## config.mk

```make
export PLATFORM = sky130hd
export DESIGN_NAME = slh_status
export DESIGN_NICKNAME = d
export VERILOG_FILES = /design/src/slh_pkg.sv /design/src/slh_tb_if.sv /design/src/slh_status.sv /design/src/slh_flash.sv
export VERILOG_INCLUDE_DIRS = /design/src
export SDC_FILE = /design/constraint.sdc
export NUM_CORES = 1
export LEC_CHECK = 0
export CAP_MARGIN = 20
export CORE_MARGIN = 5
export CORE_UTILIZATION = 60
export CTS_CLUSTER_SIZE = 30
export DETAILED_ROUTE_END_ITERATION = 6
export DONT_BUFFER_PORTS = 1
export GPL_ROUTABILITY_DRIVEN = 0
export GPL_TIMING_DRIVEN = 1
export PLACE_DENSITY = 0.76
export SLEW_MARGIN = 25
export SYNTH_ARGS = -nofsm -noshare
export SYNTH_HDL_FRONTEND = slang
export SYNTH_SLANG_ARGS = --single-unit
```

## constraint.sdc

```tcl
create_clock -name pclk -period 3 [get_ports pclk]
set_input_delay 0.9 -clock pclk [delete_from_list [all_inputs] [get_ports pclk]]
set_output_delay 0.9 -clock pclk [all_outputs]
set_load 0.1 [all_outputs]
```

## src/slh_defines.svh

```systemverilog
/*
 * constants for the status lamp and node health block.
 * assumes pclk at 10 MHz.
 */
`ifndef SLH_DEFINES_SVH
`define SLH_DEFINES_SVH
`define SLH_CLK_HZ        10000000
`define SLH_TICK_HZ       20
`define SLH_TICK_DIV      (`SLH_CLK_HZ / `SLH_TICK_HZ)
`define SLH_NODES         8
`define SLH_HC_OK         8'h00
`define SLH_HC_DEACT      8'h01
`define SLH_HC_ABSENT     8'h02
`define SLH_HC_STARTUP    8'h08
`define SLH_HC_BUSOFF     8'h0b
`define SLH_HC_MAX        8'h0b
`define SLH_A_CTRL        12'h000
`define SLH_A_STAT        12'h004
`define SLH_A_IRQ_STAT    12'h008
`define SLH_A_IRQ_MASK    12'h00c
`define SLH_A_NODE_CFG    12'h010
`define SLH_A_NODE_BASE   12'h020
`define SLH_A_NODE_LAST   12'h03c
`define SLH_FSM_INIT      3'h0
`define SLH_FSM_PREOP     3'h1
`define SLH_FSM_BOOT      3'h2
`define SLH_FSM_SAFEOP    3'h3
`define SLH_FSM_OP        3'h4
`define SLH_C_UPLOAD      0
`define SLH_C_CPU_START   1
`define SLH_C_CPU_ERR     2
`define SLH_C_TASK_RUN    3
`define SLH_C_FSM_LO      4
`define SLH_C_FSM_HI      6
`define SLH_C_BUSOFF_CLR  7
`define SLH_E_BUSOFF      0
`define SLH_E_FAULT       1
`define SLH_E_FSM         2
`define SLH_NEV           3
`endif

```

## src/slh_pkg.sv

```systemverilog
/*
 * types for the status lamp block.
 * assumes slh_defines.svh is available.
 */
package slh_pkg;
    typedef enum logic [2:0] {
        SLH_BO_IDLE = 3'b001,
        SLH_BO_SET  = 3'b010,
        SLH_BO_HELD = 3'b100
    } slh_bo_t;
    typedef logic [7:0] slh_code_t;
endpackage : slh_pkg

```

## src/slh_tb_if.sv

```systemverilog
/*
 * time base carrier between the top and the flash generator.
 * assumes one clock domain, pclk.
 */
`timescale 1ns/1ps
`default_nettype none
interface slh_tb_if;
    logic tick;
    logic f1;
    logic f2;
    logic f10;
    modport gen (output tick, output f1, output f2, output f10);
    modport use_ (input tick, input f1, input f2, input f10);
endinterface : slh_tb_if
`default_nettype wire

```

## src/slh_status.sv

```systemverilog
/*
 * status lamps and per-node health codes behind an apb slave.
 * assumes pclk at 10 MHz; bus-off and cpu pins are asynchronous.
 */
// Notes on behaviour
// - run lamp dark in init or bootstrap state.
// - run lamp flashes at 2 Hz in preop.
// - run lamp flashes 1 Hz in safeop; outputs held safe.
// - run lamp steadily lit in op.
// - error lamp dark when all configured nodes healthy and task runs.
// - error lamp flashes 1 Hz when any configured node code nonzero.
// - error lamp flashes 10 Hz during configuration upload.
// - error lamp steady on bus-off, held until restart.
// - cpu lamp flashes 10 Hz at start-up, steady on processor error.
// - each node has a readable 8-bit health code, updated at run time.
// - health codes run 0 to 11 with defined meanings.
// - code 11 reported when own controller is bus-off.
// - code 8 reported while a found node is still starting.
`timescale 1ns/1ps
`default_nettype none
`include "slh_defines.svh"
module slh_status
    import slh_pkg::*;
(
    // clock and reset
    input  wire logic        pclk,
    input  wire logic        presetn,
    input  wire logic        ce,
    // apb slave
    input  wire logic        psel,
    input  wire logic        penable,
    input  wire logic        pwrite,
    input  wire logic [11:0] paddr,
    input  wire logic [31:0] pwdata,
    output logic      [31:0] prdata,
    output logic             pready,
    output logic             pslverr,
    // asynchronous status pins
    input  wire logic        can_bus_off,
    input  wire logic        cpu_starting,
    input  wire logic        cpu_error,
    // lamps and interrupt
    output logic             lamp_run,
    output logic             lamp_err,
    output logic             lamp_cpu,
    output logic             outputs_safe,
    output logic             irq
);
    slh_tb_if tb ();

    slh_flash u_flash (
        .pclk    (pclk),
        .presetn (presetn),
        .ce      (ce),
        .tb      (tb.gen)
    );

    // two-flop synchronisers for the pin inputs
    logic [2:0] s1_reg;
    logic [2:0] s2_reg;
    always_ff @(posedge pclk or negedge presetn) begin
        if (!presetn) begin
            s1_reg <= 3'h0;
            s2_reg <= 3'h0;
        end else if (ce) begin
            s1_reg <= {cpu_error, cpu_starting, can_bus_off};
            s2_reg <= s1_reg;
        end
    end
    // registers
    logic [31:0]         ctrl_reg;
    logic [`SLH_NODES-1:0] cfg_reg;
    logic bo_pin;
    logic cpu_st;
    logic cpu_er;
    assign bo_pin = s2_reg[0];
    assign cpu_st = s2_reg[1] | ctrl_reg[`SLH_C_CPU_START];
    assign cpu_er = s2_reg[2] | ctrl_reg[`SLH_C_CPU_ERR];
    logic [`SLH_NEV-1:0] ist_reg;
    logic [`SLH_NEV-1:0] imask_reg;
    slh_code_t           node_reg [`SLH_NODES];
    slh_bo_t             bo_reg;
    logic [2:0]          fsm;
    assign fsm = ctrl_reg[`SLH_C_FSM_HI:`SLH_C_FSM_LO];

    // bus-off latches until restart (reset) or software restart bit while the pin is low
    always_ff @(posedge pclk or negedge presetn) begin
        if (!presetn) begin
            bo_reg <= SLH_BO_IDLE;
        end else if (ce) begin
            unique case (bo_reg)
                SLH_BO_IDLE: begin
                    if (bo_pin) bo_reg <= SLH_BO_SET;
                end
                SLH_BO_SET: begin
                    bo_reg <= SLH_BO_HELD;
                end
                SLH_BO_HELD: begin
                    if (ctrl_reg[`SLH_C_BUSOFF_CLR] && !bo_pin) begin
                        bo_reg <= SLH_BO_IDLE;
                    end
                end
                default: bo_reg <= SLH_BO_IDLE;
            endcase
        end
    end
    logic bo_on;
    assign bo_on = (bo_reg != SLH_BO_IDLE);

    // node fault aggregate over configured nodes
    logic [`SLH_NODES-1:0] nf;
    genvar gi;
    generate
        for (gi = 0; gi < `SLH_NODES; gi++) begin : g_nf
            assign nf[gi] = cfg_reg[gi] &&
                            (node_reg[gi] != `SLH_HC_OK);
        end
    endgenerate
    logic any_fault;
    assign any_fault = |nf;

    // apb: zero wait state, pready high from the first ce edge after reset
    logic wr_en;
    logic rd_en;
    logic node_hit;
    logic [2:0] node_idx;
    assign wr_en    = psel && penable && pwrite;
    assign rd_en    = psel && !penable && !pwrite;
    assign node_hit = (paddr >= `SLH_A_NODE_BASE) &&
                      (paddr <= `SLH_A_NODE_LAST) && (paddr[1:0] == 2'h0);
    assign node_idx = paddr[4:2];
    logic mapped;
    assign mapped = node_hit || paddr == `SLH_A_CTRL ||
                    paddr == `SLH_A_STAT || paddr == `SLH_A_IRQ_STAT ||
                    paddr == `SLH_A_IRQ_MASK || paddr == `SLH_A_NODE_CFG;

    always_ff @(posedge pclk or negedge presetn) begin
        if (!presetn) begin
            ctrl_reg  <= 32'h0000_0008;
            cfg_reg   <= '0;
            imask_reg <= '0;
        end else if (ce && wr_en) begin
            if (paddr == `SLH_A_CTRL)     ctrl_reg  <= pwdata;
            if (paddr == `SLH_A_NODE_CFG) cfg_reg   <= pwdata[`SLH_NODES-1:0];
            if (paddr == `SLH_A_IRQ_MASK) imask_reg <= pwdata[`SLH_NEV-1:0];
        end
    end

    // node codes: written by supervisor, clamped to 0..11, bus-off forced
    generate
        for (gi = 0; gi < `SLH_NODES; gi++) begin : g_node
            always_ff @(posedge pclk or negedge presetn) begin
                if (!presetn) begin
                    node_reg[gi] <= `SLH_HC_STARTUP;
                end else if (ce) begin
                    if (bo_on) begin
                        node_reg[gi] <= `SLH_HC_BUSOFF;
                    end else if (wr_en && node_hit &&
                                 node_idx == 3'(gi)) begin
                        node_reg[gi] <= (pwdata[7:0] > `SLH_HC_MAX) ?
                            `SLH_HC_MAX : pwdata[7:0];
                    end
                end
            end
        end
    endgenerate

    // sticky events, set wins over write-one-to-clear
    logic [`SLH_NEV-1:0] ev;
    logic                bo_d_reg;
    logic                fault_d_reg;
    logic [2:0]          fsm_d_reg;
    always_ff @(posedge pclk or negedge presetn) begin
        if (!presetn) begin
            bo_d_reg    <= 1'b0;
            fault_d_reg <= 1'b0;
            fsm_d_reg   <= `SLH_FSM_INIT;
        end else if (ce) begin
            bo_d_reg    <= bo_on;
            fault_d_reg <= any_fault;
            fsm_d_reg   <= fsm;
        end
    end
    assign ev[`SLH_E_BUSOFF] = bo_on && !bo_d_reg;
    assign ev[`SLH_E_FAULT]  = any_fault && !fault_d_reg;
    assign ev[`SLH_E_FSM]    = fsm != fsm_d_reg;

    logic [`SLH_NEV-1:0] clr;
    assign clr = (wr_en && paddr == `SLH_A_IRQ_STAT) ?
                 pwdata[`SLH_NEV-1:0] : '0;
    always_ff @(posedge pclk or negedge presetn) begin
        if (!presetn) begin
            ist_reg <= '0;
        end else if (ce) begin
            ist_reg <= (ist_reg & ~clr) | ev;
        end
    end

    always_ff @(posedge pclk or negedge presetn) begin
        if (!presetn) begin
            irq <= 1'b0;
        end else if (ce) begin
            irq <= |(ist_reg & imask_reg);
        end
    end

    // read data captured in setup so it is stable in access
    always_ff @(posedge pclk or negedge presetn) begin
        if (!presetn) begin
            prdata  <= 32'h0000_0000;
            pslverr <= 1'b0;
            pready  <= 1'b0;
        end else if (ce) begin
            pready  <= 1'b1;
            pslverr <= psel && !penable && !mapped;
            if (rd_en) begin
                prdata <= 32'h0000_0000;
                if (node_hit) begin
                    prdata <= {24'h000000, node_reg[node_idx]};
                end else if (paddr == `SLH_A_CTRL) begin
                    prdata <= ctrl_reg;
                end else if (paddr == `SLH_A_STAT) begin
                    prdata <= {24'h000000, any_fault, bo_on,
                               lamp_cpu, lamp_err, lamp_run, fsm};
                end else if (paddr == `SLH_A_IRQ_STAT) begin
                    prdata <= {29'h0, ist_reg};
                end else if (paddr == `SLH_A_IRQ_MASK) begin
                    prdata <= {29'h0, imask_reg};
                end else if (paddr == `SLH_A_NODE_CFG) begin
                    prdata <= {24'h000000, cfg_reg};
                end
            end
        end
    end

    // run lamp from fieldbus state
    always_ff @(posedge pclk or negedge presetn) begin
        if (!presetn) begin
            lamp_run     <= 1'b0;
            outputs_safe <= 1'b1;
        end else if (ce) begin
            outputs_safe <= (fsm != `SLH_FSM_OP);
            if (fsm == `SLH_FSM_OP) begin
                lamp_run <= 1'b1;
            end else if (fsm == `SLH_FSM_SAFEOP) begin
                lamp_run <= tb.f1;
            end else if (fsm == `SLH_FSM_PREOP) begin
                lamp_run <= tb.f2;
            end else begin
                lamp_run <= 1'b0;
            end
        end
    end

    // error lamp: bus-off first, then upload, then node fault
    always_ff @(posedge pclk or negedge presetn) begin
        if (!presetn) begin
            lamp_err <= 1'b0;
        end else if (ce) begin
            if (bo_on) begin
                lamp_err <= 1'b1;
            end else if (ctrl_reg[`SLH_C_UPLOAD]) begin
                lamp_err <= tb.f10;
            end else if (any_fault || !ctrl_reg[`SLH_C_TASK_RUN]) begin
                lamp_err <= tb.f1;
            end else begin
                lamp_err <= 1'b0;
            end
        end
    end

    // cpu lamp: error steady, start-up flashing
    always_ff @(posedge pclk or negedge presetn) begin
        if (!presetn) begin
            lamp_cpu <= 1'b0;
        end else if (ce) begin
            if (cpu_er) begin
                lamp_cpu <= 1'b1;
            end else if (cpu_st) begin
                lamp_cpu <= tb.f10;
            end else begin
                lamp_cpu <= 1'b0;
            end
        end
    end
endmodule : slh_status
`default_nettype wire

```

## src/slh_flash.sv

```systemverilog
/*
 * shared time base producing 1, 2 and 10 Hz square waves.
 * assumes pclk at the rate in slh_defines.svh.
 */
`timescale 1ns/1ps
`default_nettype none
`include "slh_defines.svh"
module slh_flash
    import slh_pkg::*;
(
    // clock and reset
    input  wire logic pclk,
    input  wire logic presetn,
    input  wire logic ce,
    // time base
    slh_tb_if.gen     tb
);
    logic [23:0] div_reg;
    logic [3:0]  ph_reg;
    logic        f1_reg;
    logic        f2_reg;
    logic        f10_reg;
    logic        tick_reg;

    // one divider feeds every rate, so patterns stay in step
    always_ff @(posedge pclk or negedge presetn) begin
        if (!presetn) begin
            div_reg  <= 24'h000000;
            tick_reg <= 1'b0;
        end else if (ce) begin
            tick_reg <= 1'b0;
            if (div_reg == 24'(`SLH_TICK_DIV - 1)) begin
                div_reg  <= 24'h000000;
                tick_reg <= 1'b1;
            end else begin
                div_reg <= div_reg + 24'h000001;
            end
        end
    end

    // 20 Hz ticks: toggle each tick gives 10 Hz, 50 % duty
    always_ff @(posedge pclk or negedge presetn) begin
        if (!presetn) begin
            ph_reg  <= 4'h0;
            f1_reg  <= 1'b0;
            f2_reg  <= 1'b0;
            f10_reg <= 1'b0;
        end else if (ce && tick_reg) begin
            f10_reg <= ~f10_reg;
            ph_reg  <= (ph_reg == 4'h9) ? 4'h0 : ph_reg + 4'h1;
            if (ph_reg == 4'h4 || ph_reg == 4'h9) begin
                f2_reg <= ~f2_reg;
            end
            if (ph_reg == 4'h9) begin
                f1_reg <= ~f1_reg;
            end
        end
    end

    assign tb.tick = tick_reg;
    assign tb.f1   = f1_reg;
    assign tb.f2   = f2_reg;
    assign tb.f10  = f10_reg;
endmodule : slh_flash
`default_nettype wire

```

==> results of run 1 <==
## power groups by stage
stage / Combinational, mW / Clock (mW) / Sequential (mW)
after floorplan: 0.432 / 0 / 3.08
after global placement: 0.697 / 0 / 2.96
after detailed placement: 0.724 / 0 / 2.97
after CTS: 0.728 / 2.18 / 2.92
after global routing: 0.779 / 2.30 / 2.93
final: 0.731 / 2.15 / 2.92
## metal layers
| layer | up-vias | wire (um) | global-route usage, % |
|---|---|---|---|
| met5 | - | 0 | 0 |
| met4 | 0 | 526 | 8.77 |
| met3 | 38 | 1770 | 8.25 |
| met2 | 269 | 9910 | 39.9 |
| met1 | 3094 | 8410 | 33.5 |
| li1 | 2762 | - | - |
## kinds of logic after synthesis
kind of cell,Yosys count
simple gates,297
buf+inv,39
fa+ha+maj,1
mux,74
flops,195
xor+xnor,30
compound gates,119
## cells in the final DEF, fill, tap and decap left out, types with 11 or more instances in the layout
| master | Yosys | layout |
|---|---|---|
| nor2_1 | 59 | 59 |
| nor4_1 | 20 | 20 |
| a2bb2oi_1 | 24 | 24 |
| xor2_1 | 14 | 14 |
| and2_1 | 33 | 33 |
| o21ai_0 | 12 | 12 |
| mux2_2 | 49 | 49 |
| xnor2_1 | 16 | 16 |
| nand4_1 | 15 | 15 |
| dfstp_2 | 11 | 11 |
| nand2_1 | 79 | 79 |
| nor3_1 | 12 | 12 |
| mux4_2 | 16 | 16 |
| buf_4 | 0 | 22 |
| dfrtp_1 | 184 | 184 |
| a21oi_1 | 15 | 15 |
| clkbuf_16 | 0 | 17 |
| nand3_1 | 38 | 38 |
## through the flow
| stage | power [mW] | cells | util (%) | hold WS [ns] | cell area [um^2] |
|---|---|---|---|---|---|
| after global placement | 3.66 | 931 | 62.7 | 0.437 | 9040 |
| after global routing | 6.01 | 963 | 66.5 | 0.138 | 9590 |
| final | 5.80 | 963 | 66.5 | 0.161 | 9590 |
| after CTS | 5.82 | 963 | 66.5 | 0.147 | 9590 |
| after detailed placement | 3.69 | 931 | 62.7 | 0.462 | 9040 |
| after floorplan | 3.52 | 755 | - | 0.416 | 8740 |
## layout make-up
class	instances	area, um^2
Timing Repair Buffer	23	185
Clock inverter	7	76.3
Fill cell	1054	4830
Sequential cell	195	4890
Clock buffer	25	475
Inverter	8	30.0
Tap cell	184	230
Multi-Input combinational cell	521	3700
## worst max-delay path by stage
stage,cells past startpoint,slack [ns],to
after floorplan,7,0.48,prdata[7]
after global placement,5,0.36,ist_reg[0]
after detailed placement,5,0.29,node_reg[58]
after CTS,0,0.63,lamp_cpu
after global routing,5,0.52,node_reg[58]
final,0,0.66,lamp_cpu
==> qor.yml, run 1 <==
status: "finished clean"
synth_compound_area_share_pct: 9.77
synth-xor-area-share_pct: 3.01
r2r-start: "u_flash.div_reg[0]"
grt_pass1_vias: 6153
grt_use_total_pct: 25.4
yosysTopAreaCell: "dfrtp_1"
syn_nets: 809
vdd_drop_max_uv: 418
setup_ws_ns: 0.657
cts_setup_buffers: 0
row_count: 44
clock_power_share_pct: 37.0
p_per_area_nw_per_um2: 605
worst_setup_path_start_kind: "flop"
swShare_pct: 27.6
h-tree-depth: 4
timing.rr.end: "u_flash.div_reg[18]"
critPathCaptureType: "primary output"
dr.pass1.iters: 5
combPwrFrac_pct: 12.6
grt_pass1_wl_um: 33200
fin_crit_sh_pct: 78.1
maxSlewHeadroom_pct: 33.0
clk_pin_slew_worst_paths_ns: 0.07
fin_crit_ns: 2.34
path_class: "flop to primary output"
drtIter0Drc: 730
synth_top_area_share_pct: 52.7
yosys.area_share.simple_pct: 17.8
min_path_type: "input pin to asynchronous set/reset pin"
ys_top_cells_by_area: "dfrtp_1 (53%), mux2_2 (6.3%), mux4_2 (4.1%)"
core_area_um2: 14400
setup_viol: 0
diodes: 0
async_reset_ff_share_pct: 100
cts_tree: "done"
crit_fanout: 3
crit_path_start: "lamp_cpu"
seqPwrFrac_pct: 50.4
yosysSeqAreaShare_pct: 56.0
die_y_um: 131
worst_pin_slew_ns: 1.01
grt_max_degree: 196
synthMostInstantiatedCell: "dfrtp_1"
clock_path_buffers: 2
grt-ovfl-total: 0
syn_area_um2: 8740
hold_buffers: 0
final.setup.tns_ns: 0
rsz0062_at_grt: "false"
ys_warn_count: 0
p_sw_mw: 1.60
skew_ns: 0.0132
cts_made_buffers: 17
start_util_pct: 60.6
crit_arrival_ns: 1.44
port_buffers: 0
synth_area_per_cell_um2: 11.6
synth_seq_cells: 195
syn2layout_area_growth_pct: 9.81
ctsResizeCount: 0
worstPathRequired_ns: 2.10
synth.distinct_cells: 62
hold_viol: 0
reg2regPathDepth: 6
root_buffer: "clkbuf_16"
synthAdderAreaFrac_pct: 0.143
largest_register_ffs: 64
die_x_um: 131
final_layout_size_suffix_gt1_share_pct: 17.7
clock_latency_ns: 0.44
io_pins: 92
vias: 6163
antenna_left: 0
drc_errors: 0
cap_violations: 0
antenna_found_initial: 0
synthMuxAreaShare_pct: 11.5
vias_per_cell: 6.40
cts_sinks: 195
synth_common_cells: "dfrtp_1 (184), nand2_1 (79), nor2_1 (59)"
synth_top_family_by_area: "simple AND/OR/NAND/NOR gates"
p_int_mw: 4.20
synth_ff_type: "dfrtp_1"
maxSlewViolCount: 0
synthCells: 755
nets: 820
synth-edff-count: 0
reg2reg_slack_ns: 1.02
leakage_nw: 4.34
place_hpwl_um: 14400
place_ws_ns: 0.286
dieArea_um2: 17100
fmax_ghz: 0.427
post_drt_wl_per_cell_um: 21.4
routed_wl_um: 20600
No activity file was read; power rests on OpenSTA's default activity.
==> run 2, diff against run 1 <==
CORE_UTILIZATION = 57   (was 60)
PLACE_DENSITY = 0.75   (was 0.76)
clock period = 2 ns   (was 3 ns; I/O delays follow)
==> qor.yml, run 2 (synthesis results as in run 1) <==
status: "finished, violations left"
violations: "hold timing"
p_per_area_nw_per_um2: 896  # +48%
swShare_pct: 27.8  # +0.16 points
cts_sinks: 195  # unchanged
nets: 879  # +7.2%
clock_power_share_pct: 39.0  # +2.0 points
vias_per_cell: 6.27  # -2.0%
drc_errors: 0  # unchanged
fin_crit_ns: 1.90
clk_pin_slew_worst_paths_ns: 0.07  # about the same
grt_use_total_pct: 25.2  # -0.15 points
worstPathRequired_ns: 1.40  # -0.70 ns
seqPwrFrac_pct: 46.8  # -3.6 points
final_common_cell: "dfrtp_1"
die_x_um: 134  # +2.4%
h-tree-depth: 4  # unchanged
diodes: 0  # unchanged
final_cell_mix: "dfrtp_1 (183), nand2_1 (79), buf_4 (79), nor2_1 (56), mux2_2 (42)"
clock_latency_ns: 0.44  # about the same
maxSlewHeadroom_pct: 65.9  # +33 points
crit_fanout: 2  # -1
reg2regPathDepth: 5  # -1
met1_usage_pct: 33.6  # +0.11 points
fin_crit_sh_pct: 95.2
skew_ns: 0.0101  # -0.00310 ns
final_cells: 1026  # +6.5%
post_drt_wl_per_cell_um: 21.0  # -1.7%
row_count: 45  # +2.3%
dr.pass1.iters: 5  # unchanged
fmax_ghz: 0.525
setup_viol: 0  # unchanged
combPwrFrac_pct: 14.2  # +1.6 points
place_hpwl_um: 15400  # +7.2%
path_class: "flop to primary output"
place_area_um2: 9580  # +5.9%
die_y_um: 134  # +2.4%
cts_tree: "done"
syn2layout_area_growth_pct: 16.7
clock_path_buffers: 2  # unchanged
utilization_pct: 67.3  # +0.78 points
maxSlewViolCount: 0  # unchanged
port_buffers: 0  # unchanged
routed_wl_um: 21600  # +4.7%
cts_made_buffers: 17  # unchanged
leakage_nw: 4.71  # +8.5%
critPathCaptureType: "primary output"
rsz0062_at_grt: "false"
busiest_layer: "met2"
antenna_left: 0  # unchanged
worst_pin_slew_ns: 0.512  # -0.494 ns
crit_cells: 0  # unchanged
cts_setup_buffers: 0  # unchanged
whs_ns: -0.149  # -0.309 ns
met2_usage_pct: 40.5  # +0.61 points
hold_viol: 184  # +184
final_cell_area_um2: 10200  # +6.2%
antenna_found_initial: 0  # unchanged
final_layout_size_suffix_gt1_share_pct: 24.9  # +7.2 points
drtIter0Drc: 617  # -15%
start_util_pct: 57.7  # -2.9 points
grt_max_degree: 196  # unchanged
p_int_mw: 6.59  # +57%
vdd_drop_max_uv: 602  # +44%
fillers: 1095  # +3.9%
largest_register_ffs: 64  # unchanged
io_pins: 92  # unchanged
gr-usage-met3_pct: 6.38  # -1.9 points
worst_setup_path_start_kind: "flop"
root_buffer: "clkbuf_16"
cap_violations: 0  # unchanged
grt-ovfl-total: 0  # unchanged
grt_pass1_vias: 6541  # +6.3%
dieArea_um2: 17900  # +4.9%
grt_pass1_wl_um: 35600  # +7.1%
crit_arrival_ns: 1.30  # -0.14 ns
p_sw_mw: 2.54  # +58%
dp_cells: 994  # +6.8%
min_path_type: "input pin to asynchronous set/reset pin"
vias: 6434  # +4.4%
core_area_um2: 15100  # +5.0%
==> run 2: cell types whose count changed in the layout (fill, tap and decap cells not counted), sizes merged <==
cell / delta
inv: +4
clkinv: -1
bufinv: +2
clkbuf: -5
buf: +59
==> run 2: worst paths after layout <==
path                              start             endpoint  slack [ns]
setup / recovery           outputs_safe         outputs_safe         0.1
hold / removal                  presetn  u_flash.div_reg[21]       -0.15
setup reg to reg           node_reg[21]            prdata[7]        0.15
hold reg to reg               s2_reg[0]            bo_reg[0]        0.45
max in group asynchronous       presetn         node_reg[19]        1.88
min in group pclk                    ce         outputs_safe        0.21
==> run 2: layer usage <==
metal / vias to the layer above / wire length (um) / part of all wire, %
met5: - / 0 / 0
met2: 240 / 10600 / 49
met4: 0 / 612 / 2.8
met1: 3265 / 8870 / 41
met3: 44 / 1540 / 7.1
li1: 2885 / - / -
==> run 2: area by class of cell <==
class	instances	area, um^2	area share, %
sequential	195	4890	48.0
tap	188	235	2.31
inverter	8	30.0	0.295
timing repair buffer	82	653	6.41
clock buffer	20	447	4.38
clock inverter	12	168	1.64
multi-input combinational	521	3760	36.9
==> run 2: power groups by stage <==
stage,registers [mW],clock network (mW),logic [mW]
after floorplan,4.63,0,0.677
after global placement,4.33,0,1.25
after detailed placement,4.34,0,1.29
after CTS,4.27,3.63,1.29
after global routing,4.30,3.82,1.37
final,4.28,3.56,1.29
==> run 2: through the flow <==
stage | setup WS, ns | setup TNS (ns) | total power, mW
after floorplan | -0.159 | -7.49 | 5.30
after global placement | -0.150 | -4.07 | 5.58
after detailed placement | -0.164 | -5.75 | 5.63
after CTS | 0.0739 | 0 | 9.19
after global routing | 0.0480 | 0 | 9.49
final | 0.0964 | 0 | 9.13
==> run 2: what timing repair did <==
action	in CTS	in global routing
gates resized for setup	1	0
hold endpoints to repair	185	184
endpoints found under the setup margin	1	0
==> run 3, diff against run 2 <==
==> constraint.sdc (replaced) <==
create_clock -name pclk -period 2 [get_ports pclk]
set_input_delay 0.4 -clock pclk [delete_from_list [all_inputs] [get_ports pclk]]
set_output_delay 0.4 -clock pclk [all_outputs]
set_load 0.1 [all_outputs]
==> qor.yml, run 3 (synthesis results as in run 1) <==
status: "finished, violations left"
violations: "hold timing"
min_path_type: "input pin to asynchronous set/reset pin"
whs_ns: -0.344  # -0.196 ns
cp_slowest_cell: "dfstp_2"
dieArea_um2: 17900  # unchanged
seqPwrFrac_pct: 48.4  # +1.6 points
cts_tree: "done"
place_hpwl_um: 15000  # -2.3%
worst_setup_path_start_kind: "flop"
die_y_um: 134  # unchanged
worst_pin_slew_ns: 0.899  # +0.388 ns
clock_path_buffers: 2  # unchanged
h-tree-depth: 4  # unchanged
port_buffers: 0  # unchanged
p_per_area_nw_per_um2: 885  # -1.2%
crit_arrival_ns: 2.16  # +0.86 ns
largest_register_ffs: 64  # unchanged
fin_crit_ns: 1.84  # -0.0647 ns
vdd_drop_max_uv: 851  # +41%
io_pins: 92  # unchanged
crit_fanout: 12  # +10
total_power_mw: 8.83  # -3.3%
hold_buffers: 1
post_drt_wl_per_cell_um: 21.1  # +0.53%
swShare_pct: 28.9  # +1.1 points
maxSlewHeadroom_pct: 40.0  # -26 points
final_common_cell: "dfrtp_1"
grt_use_total_pct: 24.5  # -0.68 points
cts_made_buffers: 17  # unchanged
root_buffer: "clkbuf_16"
antenna_left: 0  # unchanged
grt-ovfl-total: 0  # unchanged
clock_power_share_pct: 37.4  # -1.6 points
cts_sinks: 195  # unchanged
dp_cells: 979  # -1.5%
setup_ws_ns: 0.161  # +0.0647 ns
cts_setup_buffers: 0  # unchanged
critPathCaptureType: "flop"
final.setup.tns_ns: 0  # unchanged
critPathTopFamily: "flip-flops"
slowest_delay_ns: 0.56
place_area_um2: 9390  # -1.9%
clock_latency_ns: 0.44  # about the same
drc_errors: 0  # unchanged
setup_viol: 0  # unchanged
place_ws_ns: -0.109  # +0.0549 ns
clk_pin_slew_worst_paths_ns: 0.07  # about the same
fmax_ghz: 0.544  # +3.5%
final_cells: 1012  # -1.4%
drtIter0Drc: 565  # -8.4%
start_util_pct: 57.7  # unchanged
rsz0062_at_grt: "false"
grt_pass1_vias: 6522  # -0.29%
die_x_um: 134  # unchanged
dr.pass1.iters: 5  # unchanged
final_layout_size_suffix_gt1_share_pct: 22.8  # -2.1 points
crit_buf_inv: 1
fin_crit_sh_pct: 91.9  # -3.2 points
hold_viol: 185  # +0.54%
grt_pass1_wl_um: 34800  # -2.2%
skew_ns: 0.00723  # -0.00290 ns
final_cell_area_um2: 9980  # -2.1%
leakage_nw: 4.60  # -2.3%
row_count: 45  # unchanged
p_sw_mw: 2.55  # +0.50%
worstPathRequired_ns: 2.32  # +0.92 ns
core_area_um2: 15100  # unchanged
p_int_mw: 6.28  # -4.7%
maxSlewViolCount: 0  # unchanged
routed_wl_um: 21400  # -0.84%
syn2layout_area_growth_pct: 14.2
utilization_pct: 65.9  # -1.4 points
nets: 865  # -1.6%
antenna_found_initial: 0  # unchanged
diodes: 0  # unchanged
path_class: "flop to flop"
crit_path_cell_trace: "nand3b_1, buf_4, o21a_1, a2bb2oi_1"
vias_per_cell: 6.33  # +1.0%
grt_max_degree: 196  # unchanged
cap_violations: 0  # unchanged
final_cell_mix: "dfrtp_1 (184), nand2_1 (79), buf_4 (65), nor2_1 (59), mux2_2 (49)"
combPwrFrac_pct: 14.2  # about the same
vias: 6411  # -0.36%
-- run 3: cell count changes in the layout (fill, tap and decap cells not counted), moves of 2 or more --
cell       delta
buf_4        -14
mux2_2        +7
mux2_4        -7
o21ai_1       +4
o21ai_2       -4
nor2_1        +3
nor2_2        -3
bufinv_16     -2
clkbuf_1      -2
clkinv_2      +2
clkinv_4      +2
nor3_2        +2
nor3_4        -2
-- run 3: power groups by stage --
stage                     sequential (mW)  combinational (mW)  clock (mW)
after floorplan                      4.63               0.648           0
after global placement               4.33                1.20           0
after detailed placement             4.34                1.24           0
after CTS                            4.27                1.25        3.35
after global routing                 4.29                1.33        3.51
final                                4.27                1.26        3.30
-- run 3: worst register-to-register path, cell delays in order, from the launching register on --
cell       delay (ns)
dfstp_2          0.56
nand3b_1         0.43
buf_4            0.36
o21a_1           0.23
a2bb2oi_1        0.14
-- run 3: worst paths after layout --
path	start	endpoint	slack, ns	cells after the start
setup reg to reg	bo_reg[0]	node_reg[32]	0.16	4
hold reg to reg	prdata[15]	prdata[15]	0.47	2
max in group asynchronous	presetn	node_reg[27]	1.88	0
min in group pclk	ce	irq	0.05	1
hold / removal	presetn	u_flash.div_reg[9]	-0.34	0
setup / recovery	bo_reg[0]	node_reg[32]	0.16	4
-- run 3: cell type report --
class                           instances  area (um^2)
Inverter                                8         30.0
Multi-Input combinational cell        521         3700
Clock buffer                           17          425
Tap cell                              188          235
Timing Repair Buffer                   68          538
Sequential cell                       195         4890
Clock inverter                         15          151
Fill cell                            1124         5170
-- run 3: per-layer routing --
metal / track usage [%] / wire length, um / vias to the layer above / share of wire (%)
met3: 6.00 / 1560 / 48 / 7.3
met5: 0 / 0 / - / 0
met1: 31.1 / 8500 / 3236 / 40
met4: 10.5 / 677 / 0 / 3.2
met2: 40.6 / 10700 / 271 / 50
li1: - / - / 2856 / -
-- run 3: repair_timing --
| action | 4_1_cts | 5_1_grt |
|---|---|---|
| resized for setup | 0 | 1 |
| endpoints found under the hold margin | 196 | 195 |
| setup endpoints to repair | 0 | 5 |
